`config.mk`:
```
export PLATFORM = sky130hd
export DESIGN_NAME = dswbd_decoder
export DESIGN_NICKNAME = d
export VERILOG_FILES = /design/src/dswbd_pkg.sv /design/src/dswbd_stack_if.sv /design/src/dswbd_stack.sv /design/src/dswbd_decoder.sv
export VERILOG_INCLUDE_DIRS = /design/src
export SDC_FILE = /design/constraint.sdc
export NUM_CORES = 1
export LEC_CHECK = 0
export BUFFER_PORTS_ARGS = -buffer_cell sky130_fd_sc_hd__buf_2
export CAP_MARGIN = 30
export CELL_PAD_IN_SITES_DETAIL_PLACEMENT = 1
export CELL_PAD_IN_SITES_GLOBAL_PLACEMENT = 2
export CORE_ASPECT_RATIO = 1.2
export CORE_UTILIZATION = 30
export DETAILED_ROUTE_END_ITERATION = 7
export PLACE_DENSITY = 0.87
export REMOVE_ABC_BUFFERS = 1
export SLEW_MARGIN = 20
export SYNTH_ARGS = -nofsm -noshare
export SYNTH_HDL_FRONTEND = slang
export SYNTH_HIERARCHICAL = 1
export SYNTH_SLANG_ARGS = --single-unit
```
`constraint.sdc`:
```
create_clock -name ref_clk_i -period 1.3 [get_ports ref_clk_i]
set_input_delay 0.065 -clock ref_clk_i [delete_from_list [all_inputs] [get_ports ref_clk_i]]
set_output_delay 0.065 -clock ref_clk_i [all_outputs]
set_load 0.005 [all_outputs]
```
`src/dswbd_params.svh`:
```
// address map constants and field positions for the data-space decoder
`ifndef DSWBD_PARAMS_SVH
`define DSWBD_PARAMS_SVH
`define DSWBD_BANK_LO        8'h00
`define DSWBD_BANK_HI        8'h3f
`define DSWBD_WIN_LO         8'h40
`define DSWBD_WIN_HI         8'h7f
`define DSWBD_CORE_X         8'h80
`define DSWBD_CORE_W         8'h83
`define DSWBD_RAM_LO         8'h84
`define DSWBD_RAM_HI         8'hbf
`define DSWBD_PORT_DATA      8'hc0
`define DSWBD_PORT_DIR       8'hc4
`define DSWBD_PORT_OPT       8'hcc
`define DSWBD_PORT_CNT       8'h03
`define DSWBD_INT_OPT        8'hc8
`define DSWBD_ROM_WIN_BASE   8'hc9
`define DSWBD_ADC_LO         8'hd0
`define DSWBD_TIMER_STAT     8'hd4
`define DSWBD_PERIPH_HI      8'hdd
`define DSWBD_SPI_DATA       8'he0
`define DSWBD_SPI_HI         8'he2
`define DSWBD_BANK_SEL       8'he8
`define DSWBD_EEPROM_CTL     8'hea
`define DSWBD_ACCUM          8'hff
`define DSWBD_WIN_POS_W      6
`define DSWBD_OFS_W          6
`define DSWBD_RAM_PAGE2_BIT  4
`define DSWBD_EE_PAGE1_BIT   1
`define DSWBD_EE_PAGE0_BIT   0
`define DSWBD_STACK_DEPTH    6
`define DSWBD_PC_W           12
`endif

```
`src/dswbd_pkg.sv`:
```
// types shared by the data-space decoder and its stack
package dswbd_pkg;
  typedef enum logic [4:0] {
    DSWBD_TGT_NONE   = 5'h01,
    DSWBD_TGT_BANK   = 5'h02,
    DSWBD_TGT_WINDOW = 5'h04,
    DSWBD_TGT_LOCAL  = 5'h08,
    DSWBD_TGT_PERIPH = 5'h10
  } dswbd_target_t;
  typedef logic [11:0] dswbd_pc_t;
endpackage : dswbd_pkg

```
`src/dswbd_stack_if.sv`:
```
// push/pop carrier between decoder top and return stack
interface dswbd_stack_if;
  logic                 push;
  logic                 pop;
  dswbd_pkg::dswbd_pc_t push_pc;
  dswbd_pkg::dswbd_pc_t top_pc;
  modport ctrl (output push, output pop, output push_pc, input top_pc);
  modport stk  (input push, input pop, input push_pc, output top_pc);
endinterface : dswbd_stack_if

```
`src/dswbd_stack.sv`:
```
// six-entry 12-bit return-address stack
`include "dswbd_params.svh"
module dswbd_stack (
  input  wire logic     ref_clk_i,  // core clock
  input  wire logic     resetn_i,   // async reset, active low
  dswbd_stack_if.stk    stk         // push/pop port
);
  localparam int DEPTH = `DSWBD_STACK_DEPTH;
  dswbd_pkg::dswbd_pc_t mem      [DEPTH];
  dswbd_pkg::dswbd_pc_t next_mem [DEPTH];
  dswbd_pkg::dswbd_pc_t top_q;
  dswbd_pkg::dswbd_pc_t next_top_q;

  // shift-register stack: push shifts down, pop shifts up, oldest lost
  always_comb begin
    for (int i = 0; i < DEPTH; i++) begin
      next_mem[i] = mem[i];
    end
    if (stk.push) begin
      next_mem[0] = stk.push_pc;
      for (int i = 1; i < DEPTH; i++) begin
        next_mem[i] = mem[i-1];
      end
    end else if (stk.pop) begin
      for (int i = 0; i < DEPTH - 1; i++) begin
        next_mem[i] = mem[i+1];
      end
      next_mem[DEPTH-1] = '0;
    end
    next_top_q = next_mem[0];
  end

  // register the entries and the registered top
  always_ff @(posedge ref_clk_i or negedge resetn_i) begin
    if (!resetn_i) begin
      for (int i = 0; i < DEPTH; i++) begin
        mem[i] <= '0;
      end
      top_q <= '0;
    end else begin
      for (int i = 0; i < DEPTH; i++) begin
        mem[i] <= next_mem[i];
      end
      top_q <= next_top_q;
    end
  end

  assign stk.top_pc = top_q;
endmodule : dswbd_stack

```
`src/dswbd_decoder.sv`:
```
// data-space decoder: banked low region, rom window, fixed registers, stack
//
// Overview of operation
// - six twelve-bit return stack entries hold the pushed return addresses
// - reads of 40h to 7Fh return bytes fetched from program memory
// - window can reach any program byte from 000h to FFFh
// - program address is window base above the low six data address bits
// - window base is write-only; software never reads it or bit-sets it
// - reset leaves window base untouched; software writes it before use
// - only bits 5 to 0 of window base position the window
// - window base decoded write-only at C9h
// - bank select decoded write-only at E8h
// - bank select bit 4 sends banked accesses to ram page 2
// - bit 1 selects eeprom page 1, bit 0 selects eeprom page 0
// - bank select bits 7 to 5 and 3 to 2 have no effect
// - 00h to 3Fh go to selected bank at same offset
// - reset does not clear bank select; software writes it first
// - interrupts and calls leave bank select unchanged
// - codes 00 none, 01 ee page 0, 02 ee page 1, 10h ram page 2
// - port data at C0h, direction at C4h, option at CCh for A-C
// - timer status at D4h, spi data at E0h, eeprom control at EAh
`include "dswbd_params.svh"
module dswbd_decoder #(
  parameter bit HAS_EEPROM = 1'b1                    // variant with eeprom pages
) (
  input  wire logic        ref_clk_i,                // core clock, 100 MHz
  input  wire logic        resetn_i,                 // async reset, active low
  input  wire logic [7:0]  cpu_addr_i,               // data-space address
  input  wire logic [7:0]  cpu_wdata_i,              // write data
  input  wire logic        cpu_rd_i,                 // read strobe
  input  wire logic        cpu_wr_i,                 // write strobe
  output logic      [7:0]  cpu_rdata_o,              // registered read data
  input  wire logic        call_i,                   // subroutine/interrupt entry
  input  wire logic        ret_i,                    // return
  input  wire logic [11:0] pc_i,                     // pc to push
  output logic      [11:0] ret_pc_o,                 // stack top
  output logic      [11:0] prog_addr_o,              // program memory address
  output logic             prog_rd_o,                // program memory read
  input  wire logic [7:0]  prog_data_i,              // program memory byte
  output logic      [5:0]  bank_addr_o,              // offset inside a bank
  output logic             ram_page2_sel_o,          // ram page 2 access
  output logic             eeprom_page0_sel_o,       // eeprom page 0 access
  output logic             eeprom_page1_sel_o,       // eeprom page 1 access
  input  wire logic [7:0]  bank_rdata_i,             // selected bank read data
  output logic             local_sel_o,              // core regs / data ram
  output logic             periph_sel_o,             // peripheral register
  input  wire logic [7:0]  local_rdata_i,            // core/ram read data
  input  wire logic [7:0]  periph_rdata_i,           // peripheral read data
  output logic      [7:0]  bank_select_o,            // bank select contents
  output logic      [5:0]  window_position_bits_o    // window base contents
);
  // ============================================================
  // write-only registers, no reset value
  logic [7:0] bank_select;
  logic [7:0] next_bank_select;
  logic [5:0] rom_window_base;
  logic [5:0] next_rom_window_base;
  logic       wr_win;
  logic       wr_bank;

  assign wr_win  = cpu_wr_i && (cpu_addr_i == `DSWBD_ROM_WIN_BASE);
  assign wr_bank = cpu_wr_i && (cpu_addr_i == `DSWBD_BANK_SEL);

  // next values; only full-byte writes change them
  always_comb begin
    next_rom_window_base = rom_window_base;
    next_bank_select     = bank_select;
    if (wr_win) begin
      next_rom_window_base = cpu_wdata_i[`DSWBD_WIN_POS_W-1:0];
    end
    if (wr_bank) begin
      next_bank_select = cpu_wdata_i;
    end
  end

  // kept through reset: register has no reset branch
  always_ff @(posedge ref_clk_i) begin
    rom_window_base <= next_rom_window_base;
    bank_select     <= next_bank_select;
  end

  assign bank_select_o          = bank_select;
  assign window_position_bits_o = rom_window_base;

  // ============================================================
  // address decode
  dswbd_pkg::dswbd_target_t tgt;
  logic is_periph;
  logic ram_page2_select;
  logic eeprom_page0_select;
  logic eeprom_page1_select;
  logic any_bank;

  // peripheral map: ports, int option, adc/timers, spi, eeprom control
  always_comb begin
    is_periph = 1'b0;
    if (cpu_addr_i >= `DSWBD_PORT_DATA &&
        cpu_addr_i <  `DSWBD_PORT_DATA + `DSWBD_PORT_CNT) begin
      is_periph = 1'b1;
    end
    if (cpu_addr_i >= `DSWBD_PORT_DIR &&
        cpu_addr_i <  `DSWBD_PORT_DIR + `DSWBD_PORT_CNT) begin
      is_periph = 1'b1;
    end
    if (cpu_addr_i >= `DSWBD_PORT_OPT &&
        cpu_addr_i <  `DSWBD_PORT_OPT + `DSWBD_PORT_CNT) begin
      is_periph = 1'b1;
    end
    if (cpu_addr_i == `DSWBD_INT_OPT) begin
      is_periph = 1'b1;
    end
    if (cpu_addr_i >= `DSWBD_ADC_LO && cpu_addr_i <= `DSWBD_PERIPH_HI) begin
      is_periph = 1'b1;
    end
    if (cpu_addr_i >= `DSWBD_SPI_DATA && cpu_addr_i <= `DSWBD_SPI_HI) begin
      is_periph = 1'b1;
    end
    if (cpu_addr_i == `DSWBD_EEPROM_CTL) begin
      is_periph = 1'b1;
    end
  end

  // page selects from individual bits; unused bits ignored
  assign ram_page2_select    = bank_select[`DSWBD_RAM_PAGE2_BIT];
  assign eeprom_page1_select = HAS_EEPROM && bank_select[`DSWBD_EE_PAGE1_BIT];
  assign eeprom_page0_select = HAS_EEPROM && bank_select[`DSWBD_EE_PAGE0_BIT];
  assign any_bank = ram_page2_select || eeprom_page1_select || eeprom_page0_select;

  // region select
  always_comb begin
    tgt = dswbd_pkg::DSWBD_TGT_NONE;
    if (cpu_addr_i <= `DSWBD_BANK_HI) begin
      tgt = any_bank ? dswbd_pkg::DSWBD_TGT_BANK : dswbd_pkg::DSWBD_TGT_NONE;
    end else if (cpu_addr_i <= `DSWBD_WIN_HI) begin
      tgt = dswbd_pkg::DSWBD_TGT_WINDOW;
    end else if (cpu_addr_i <= `DSWBD_RAM_HI || cpu_addr_i == `DSWBD_ACCUM) begin
      tgt = dswbd_pkg::DSWBD_TGT_LOCAL;
    end else if (is_periph) begin
      tgt = dswbd_pkg::DSWBD_TGT_PERIPH;
    end
  end

  // strobes to targets; write-only regs and reserved addresses go nowhere
  logic acc;
  assign acc                = cpu_rd_i || cpu_wr_i;
  assign bank_addr_o        = cpu_addr_i[`DSWBD_OFS_W-1:0];
  assign ram_page2_sel_o    = acc && (tgt == dswbd_pkg::DSWBD_TGT_BANK) && ram_page2_select;
  assign eeprom_page0_sel_o = acc && (tgt == dswbd_pkg::DSWBD_TGT_BANK) && eeprom_page0_select;
  assign eeprom_page1_sel_o = acc && (tgt == dswbd_pkg::DSWBD_TGT_BANK) && eeprom_page1_select;
  assign local_sel_o        = acc && (tgt == dswbd_pkg::DSWBD_TGT_LOCAL);
  assign periph_sel_o       = acc && (tgt == dswbd_pkg::DSWBD_TGT_PERIPH);
  assign prog_rd_o          = cpu_rd_i && (tgt == dswbd_pkg::DSWBD_TGT_WINDOW);
  assign prog_addr_o        = {rom_window_base, cpu_addr_i[`DSWBD_OFS_W-1:0]};

  // ============================================================
  // read data mux, registered one cycle after the read strobe
  logic [7:0] next_rdata;
  always_comb begin
    next_rdata = cpu_rdata_o;
    if (cpu_rd_i) begin
      unique case (tgt)
        dswbd_pkg::DSWBD_TGT_BANK:   next_rdata = bank_rdata_i;
        dswbd_pkg::DSWBD_TGT_WINDOW: next_rdata = prog_data_i;
        dswbd_pkg::DSWBD_TGT_LOCAL:  next_rdata = local_rdata_i;
        dswbd_pkg::DSWBD_TGT_PERIPH: next_rdata = periph_rdata_i;
        dswbd_pkg::DSWBD_TGT_NONE:   next_rdata = 8'hff;
      endcase
    end
  end

  always_ff @(posedge ref_clk_i or negedge resetn_i) begin
    if (!resetn_i) begin
      cpu_rdata_o <= 8'h00;
    end else begin
      cpu_rdata_o <= next_rdata;
    end
  end

  // ============================================================
  // return-address stack
  dswbd_stack_if stk_if ();
  assign stk_if.push    = call_i;
  assign stk_if.pop     = ret_i && !call_i;
  assign stk_if.push_pc = pc_i;
  assign ret_pc_o       = stk_if.top_pc;

  dswbd_stack u_stack (
    .ref_clk_i (ref_clk_i),
    .resetn_i  (resetn_i),
    .stk       (stk_if.stk)
  );
endmodule : dswbd_decoder

```
== Word-level counts from Yosys, hierarchy flattened ==
Cells that the tools add are included.
Operators by class
  magnitude comparators: 13
  equal/unequal tests: 10
  muxes and demuxes: 15
  reductions and logical operators: 21
Operators with widths (count)
  $mux W72: 2
  $eq A8 B8 Y1 const B: 5
  $ge A8 B8 Y1 const B: 5
  $pmux W8 S5: 1
  $le A8 B8 Y1 const B: 3
  $lt A8 B8 Y1 const B: 3
  $mux W5: 4
  $logic_and A1 B1 Y1: 15
  $le A8 B6 Y1 const B: 1
  $le A8 B7 Y1 const B: 1
  $mux W1: 7
  $eq A5 B1 Y1 const B: 1
  $eq A5 B2 Y1 const B: 1
  $eq A5 B3 Y1 const B: 1
  $eq A5 B4 Y1 const B: 1
  $eq A5 B5 Y1 const B: 1
  $logic_or A1 B1 Y1: 4
  $mux W2: 1
  $reduce_bool A2 Y1: 1
  $logic_not A1 Y1: 1
Storage, ports and cells
  flip-flop bits (word level): 94
  input bits: 66
  logic and storage cells: 68

== Longest topological paths before layout ==
  word-level depth: 16
  depth in mapped cells: 6

== Modules after synthesis ==
Netlist, hierarchy kept.
Modules (own cells, without submodules)
  dswbd_stack: instances 1, cells each 324, area an instance 3383.2 µm², seq. area each 1801.7 µm²
  dswbd_decoder: instances 1, cells each 114, area an instance 1286.2 µm², seq. area each 620.6 µm²

== Least setup slack after synthesis ==
OpenSTA, ideal clock, no wires.
  path type: input to register
  start: input port cpu_addr_i[2]
  end: register bank_select[0] (netlist: bank_select_o[0]), enable pin
  arrival time: 1.088 ns
  required time: 0.915 ns
  path slack: -0.173 ns
  cell stages on the path: 3
  buffers on the path: 0
  path through: and2b_1 > nand4_1 > nor3b_1
On the way
  word-level cells in the longest chain between the ends: 2
RTL lines
  from (decl): RTL line dswbd_decoder.sv:28  | input wire logic [7:0] cpu_addr_i,
  $eq A8 B8 Y1 (no source line)
  $logic_and A1 B1 Y1: RTL line dswbd_decoder.sv:62  | assign wr_bank = cpu_wr_i && (cpu_addr_i == `DSWBD_BANK_SEL);
  named net wr_bank: RTL line dswbd_decoder.sv:59  | logic wr_bank;
  to (signal assigned): RTL line dswbd_decoder.sv:79  | bank_select <= next_bank_select;
  to (decl): RTL line dswbd_decoder.sv:54  | logic [7:0] bank_select;
The timed path passes the listed nets, and every way through them passes these cells.
A chain may end at the register's enable or synchronous reset.

== Worst setup path in the final report ==
  start: register bank_select[1] (netlist: bank_select_o[1])
  end: register cpu_rdata_o[4]
On the way
  word-level cells in the longest chain between the ends: 6
  elaborated cells between the ends (all ways): 10
  classes of those cells: eq/ne: 5; mux: 3; reduce/logical: 2
RTL lines
  $logic_or A1 B1 Y1 (*) (2 in series): RTL line dswbd_decoder.sv:127  | assign any_bank = ram_page2_select || eeprom_page1_select || eeprom_page0_select;
  $mux W2 (*): RTL line dswbd_decoder.sv:133  | tgt = any_bank ? dswbd_pkg::DSWBD_TGT_BANK : dswbd_pkg::DSWBD_TGT_NONE;
  $mux W5 (*): RTL line dswbd_decoder.sv:132  | if (cpu_addr_i <= `DSWBD_BANK_HI) begin
  $eq A5 B1 Y1, or another cell as far along: RTL line dswbd_decoder.sv:161  | unique case (tgt)
  $pmux W8 S5 (*): RTL line dswbd_decoder.sv:161
  to (signal assigned): RTL line dswbd_decoder.sv:175  | cpu_rdata_o <= next_rdata;
  to (decl): RTL line dswbd_decoder.sv:32  | output logic [7:0] cpu_rdata_o,
Mark *: on every way between the ends. The rest lies on a longest branch, timed or not.

==> results_dict.tcl <==
set metrics [dict create \
    dr.pass1.iters 4 \
    path_buf_inv 1 \
    drt_iter0_markers 154 \
    timing.critical_path.mode_cell "o221ai_2" \
    dp_hpwl_mm 7.608 \
    synth_top_family_by_area "compound AO/OA/AOI/OAI gates" \
    clkLatencyLatePin_ns 0.34 \
    muxShareOfSynthArea_pct 12.86 \
    rows 49 \
    path_clk_slew_ns 0.06 \
    synth_area_leader_cell "dfrtp_1" \
    synth-xor-area-share_pct 0 \
    track_usage_pct 14.36 \
    grt_pass1_wl_mm 17.98 \
    numCtsBuffers 9 \
    synthDistinctLibCells 31 \
    drc 0 \
    synthCells 438 \
    n_fill_cell 1734 \
    power_mw 7.805 \
    final_max_slew_viol_count 0 \
    die_x_um 115.9 \
    cts-root-buf "clkbuf_16" \
    async_flop_share_pct 85.11 \
    end_kind "flip-flop" \
    period_minus_slack_ns 1.301 \
    first_global_vias 3764 \
    cellPowerDensity_nw_per_um2 1313 \
    ir_worst_vdd_mv 0.7624 \
    relSlewSlack_pct 64.19 \
    r2r_start "bank_select_o[1]" \
    grt_max_degree 145 \
    synth_warnings 6 \
    synth_fa_ha_area_share_pct 0 \
    fin_cells 764 \
    outcome "finished, violations left" \
    drt-total-wl_mm 11.22 \
    fmax_ghz 0.7684 \
    gr-total-overflow 0 \
    synth_most_common_cell "nand2_1" \
    synth_compound_area_share_pct 14.12 \
    synth_area_um2 4669 \
    yosys.area_share.simple_pct 11.23 \
    tightest_slew_ns 0.5371 \
    gp_congestion 0.6663 \
    synthFlopType "dfrtp_1" \
    violations "setup timing" \
    synth_top_area_share_pct 42.87 \
    area_growth_pct 27.30 \
    hp-class "input port to flip-flop" \
    routedWlPerCell_um 14.68 \
    period_share_pct 100.1 \
    cts_tree "built" \
    clock_sinks 94 \
    die-area_um2 16070 \
    crit_start "bank_select_o[1]" \
    netlist_top_cells_count "82 x nand2_1, 80 x dfrtp_1, 60 x mux2i_1, 59 x o21ai_1, 31 x buf_4" \
    ctsLongestPathBuffers 2 \
    nets 621 \
    syn_area_per_cell_um2 10.66 \
    h-tree-depth 3 \
    cp-start-kind "flip-flop" \
    ys_seq_elements 94 \
    final_util_pct 39.41 \
    die_h_um 138.7 \
    cp_top_family "compound AO/OA/AOI/OAI gates" \
    cp_max_fo 8 \
    synth_area_leaders "dfrtp_1 43%, mux2i_1 13%, edfxtp_1 9.0%, nand2_1 6.6%, o21ai_1 6.3%" \
    placedCellCount 725 \
    antenna_found_initial 0 \
    skew_ns 0.004821 \
    initial_core_util_pct 30.96 \
    worstPathRequired_ns 1.56 \
    final_layout_size_suffix_gt1_share_pct 31.61 \
    worst_slack_ns -0.001478 \
    min_from "periph_rdata_i[1]" \
    synth-edff-count 14 \
    io_pins 124 \
    io_buffers 123 \
    rsz0062_at_grt "true" \
    crit_chain "o31ai_4, buf_6, o221ai_2, o221ai_2" \
    dp_worst_setup_slack_ns -0.2701 \
    num_vias 3590 \
    n_antenna_cell 0 \
    viasPerCell 4.699 \
    cap_viol_max_count 0 \
    ant_nets 0 \
    synth-seq-area-share_pct 51.88 \
    critPathSlowestCell "edfxtp_1" \
    path_class "flip-flop to flip-flop" \
    cpPeakStageDelay_ns 0.45 \
    hold_viol 0 \
    setup_viol 1 \
    critical_path_arrival_ns 1.56 \
    core_um2 15080 \
    p_leak_nw 2.635 \
]
## cell type report
class / instances / area [um2] / share of cell area, %
Clock buffer: 10 / 229.0 / 3.852
Clock inverter: 6 / 108.9 / 1.831
Inverter: 9 / 33.78 / 0.5683
Multi-Input combinational cell: 278 / 1856 / 31.21
Sequential cell: 94 / 2422 / 40.75
Tap cell: 204 / 255.2 / 4.294
Timing Repair Buffer: 163 / 1040 / 17.49
## stage by stage
stage,TNS [ns],hold slack (ns),area [um2]
after floorplan,-253.23,-0.2306,4240
final,-0.001478,0.01575,5944
after global placement,-1.585,0.1182,5301
after detailed placement,-2.500,0.1309,5301
after CTS,-0.1126,0.0001559,5867
after global routing,-0.1700,0.01478,5944
## worst register-to-register path: cells and delay by family, from the launching register on
kind / cells / cell delay, ns
buffers and inverters: 1 / 0.19
AOI/OAI and AO/OA: 3 / 0.57
DFF: 1 / 0.45
## repair_timing
| item | CTS | global route |
|---|---|---|
| setup endpoints to repair | 7 | 8 |
| pin swaps | 1 | 9 |
| hold endpoints to repair | 107 | 0 |
| setup buffers | 1 | 0 |
| hold buffers | 22 | 0 |
| resized for setup | 0 | 13 |
## final timing paths
check	to	slack, ns	depth (start not counted)
setup / recovery	cpu_rdata_o[4]	-0.001	4
max in group asynchronous	u_stack/mem[42]	0.67	3
hold / removal	cpu_rdata_o[1]	0.02	3
setup reg to reg	cpu_rdata_o[4]	-0.001	4
hold reg to reg	cpu_rdata_o[4]	0.49	2
min in group asynchronous	u_stack/mem[57]	0.29	3
## layer usage
layer	up-vias	track usage, %	part of all wire (%)
li1	1735	-	-
met3	15	3.191	6.2
met4	0	6.680	1.9
met1	1719	16.11	41
met2	121	25.41	51
met5	-	0	0
## cell families after synthesis
logic type / Yosys count
AOI/OAI and AO/OA: 101
buffers and inverters: 66
DFF: 94
muxes: 60
and+or+nand+nor: 117
## flip-flops by register name, indices dropped and copies added (netlist names)
name and flops:
bank_select_o 8, cpu_rdata_o 8, u_stack/mem 60, u_stack/stk.top_pc 12, window_position_bits_o 6
## layout by cell type, fill, tap and decap left out, types with 4 or more instances in the layout
cell type      count
buf_12             4
buf_2            120
buf_4             14
clkbuf_16          9
dfrtp_1           80
dlygate4sd3_1     22
edfxtp_1          14
inv_1              8
mux2i_1           60
nand2_1           82
nand2b_1          14
nor2_1             5
o21ai_0           14
o21ai_1           59
o221ai_2          16
o22a_1             8
## where the power goes
part           switching (mW)  internal (mW)
logic                   0.609          0.590
clock network            1.09           1.88
registers               0.274           3.36
total                    1.97           5.83
(Power assumes the default switching activity.)
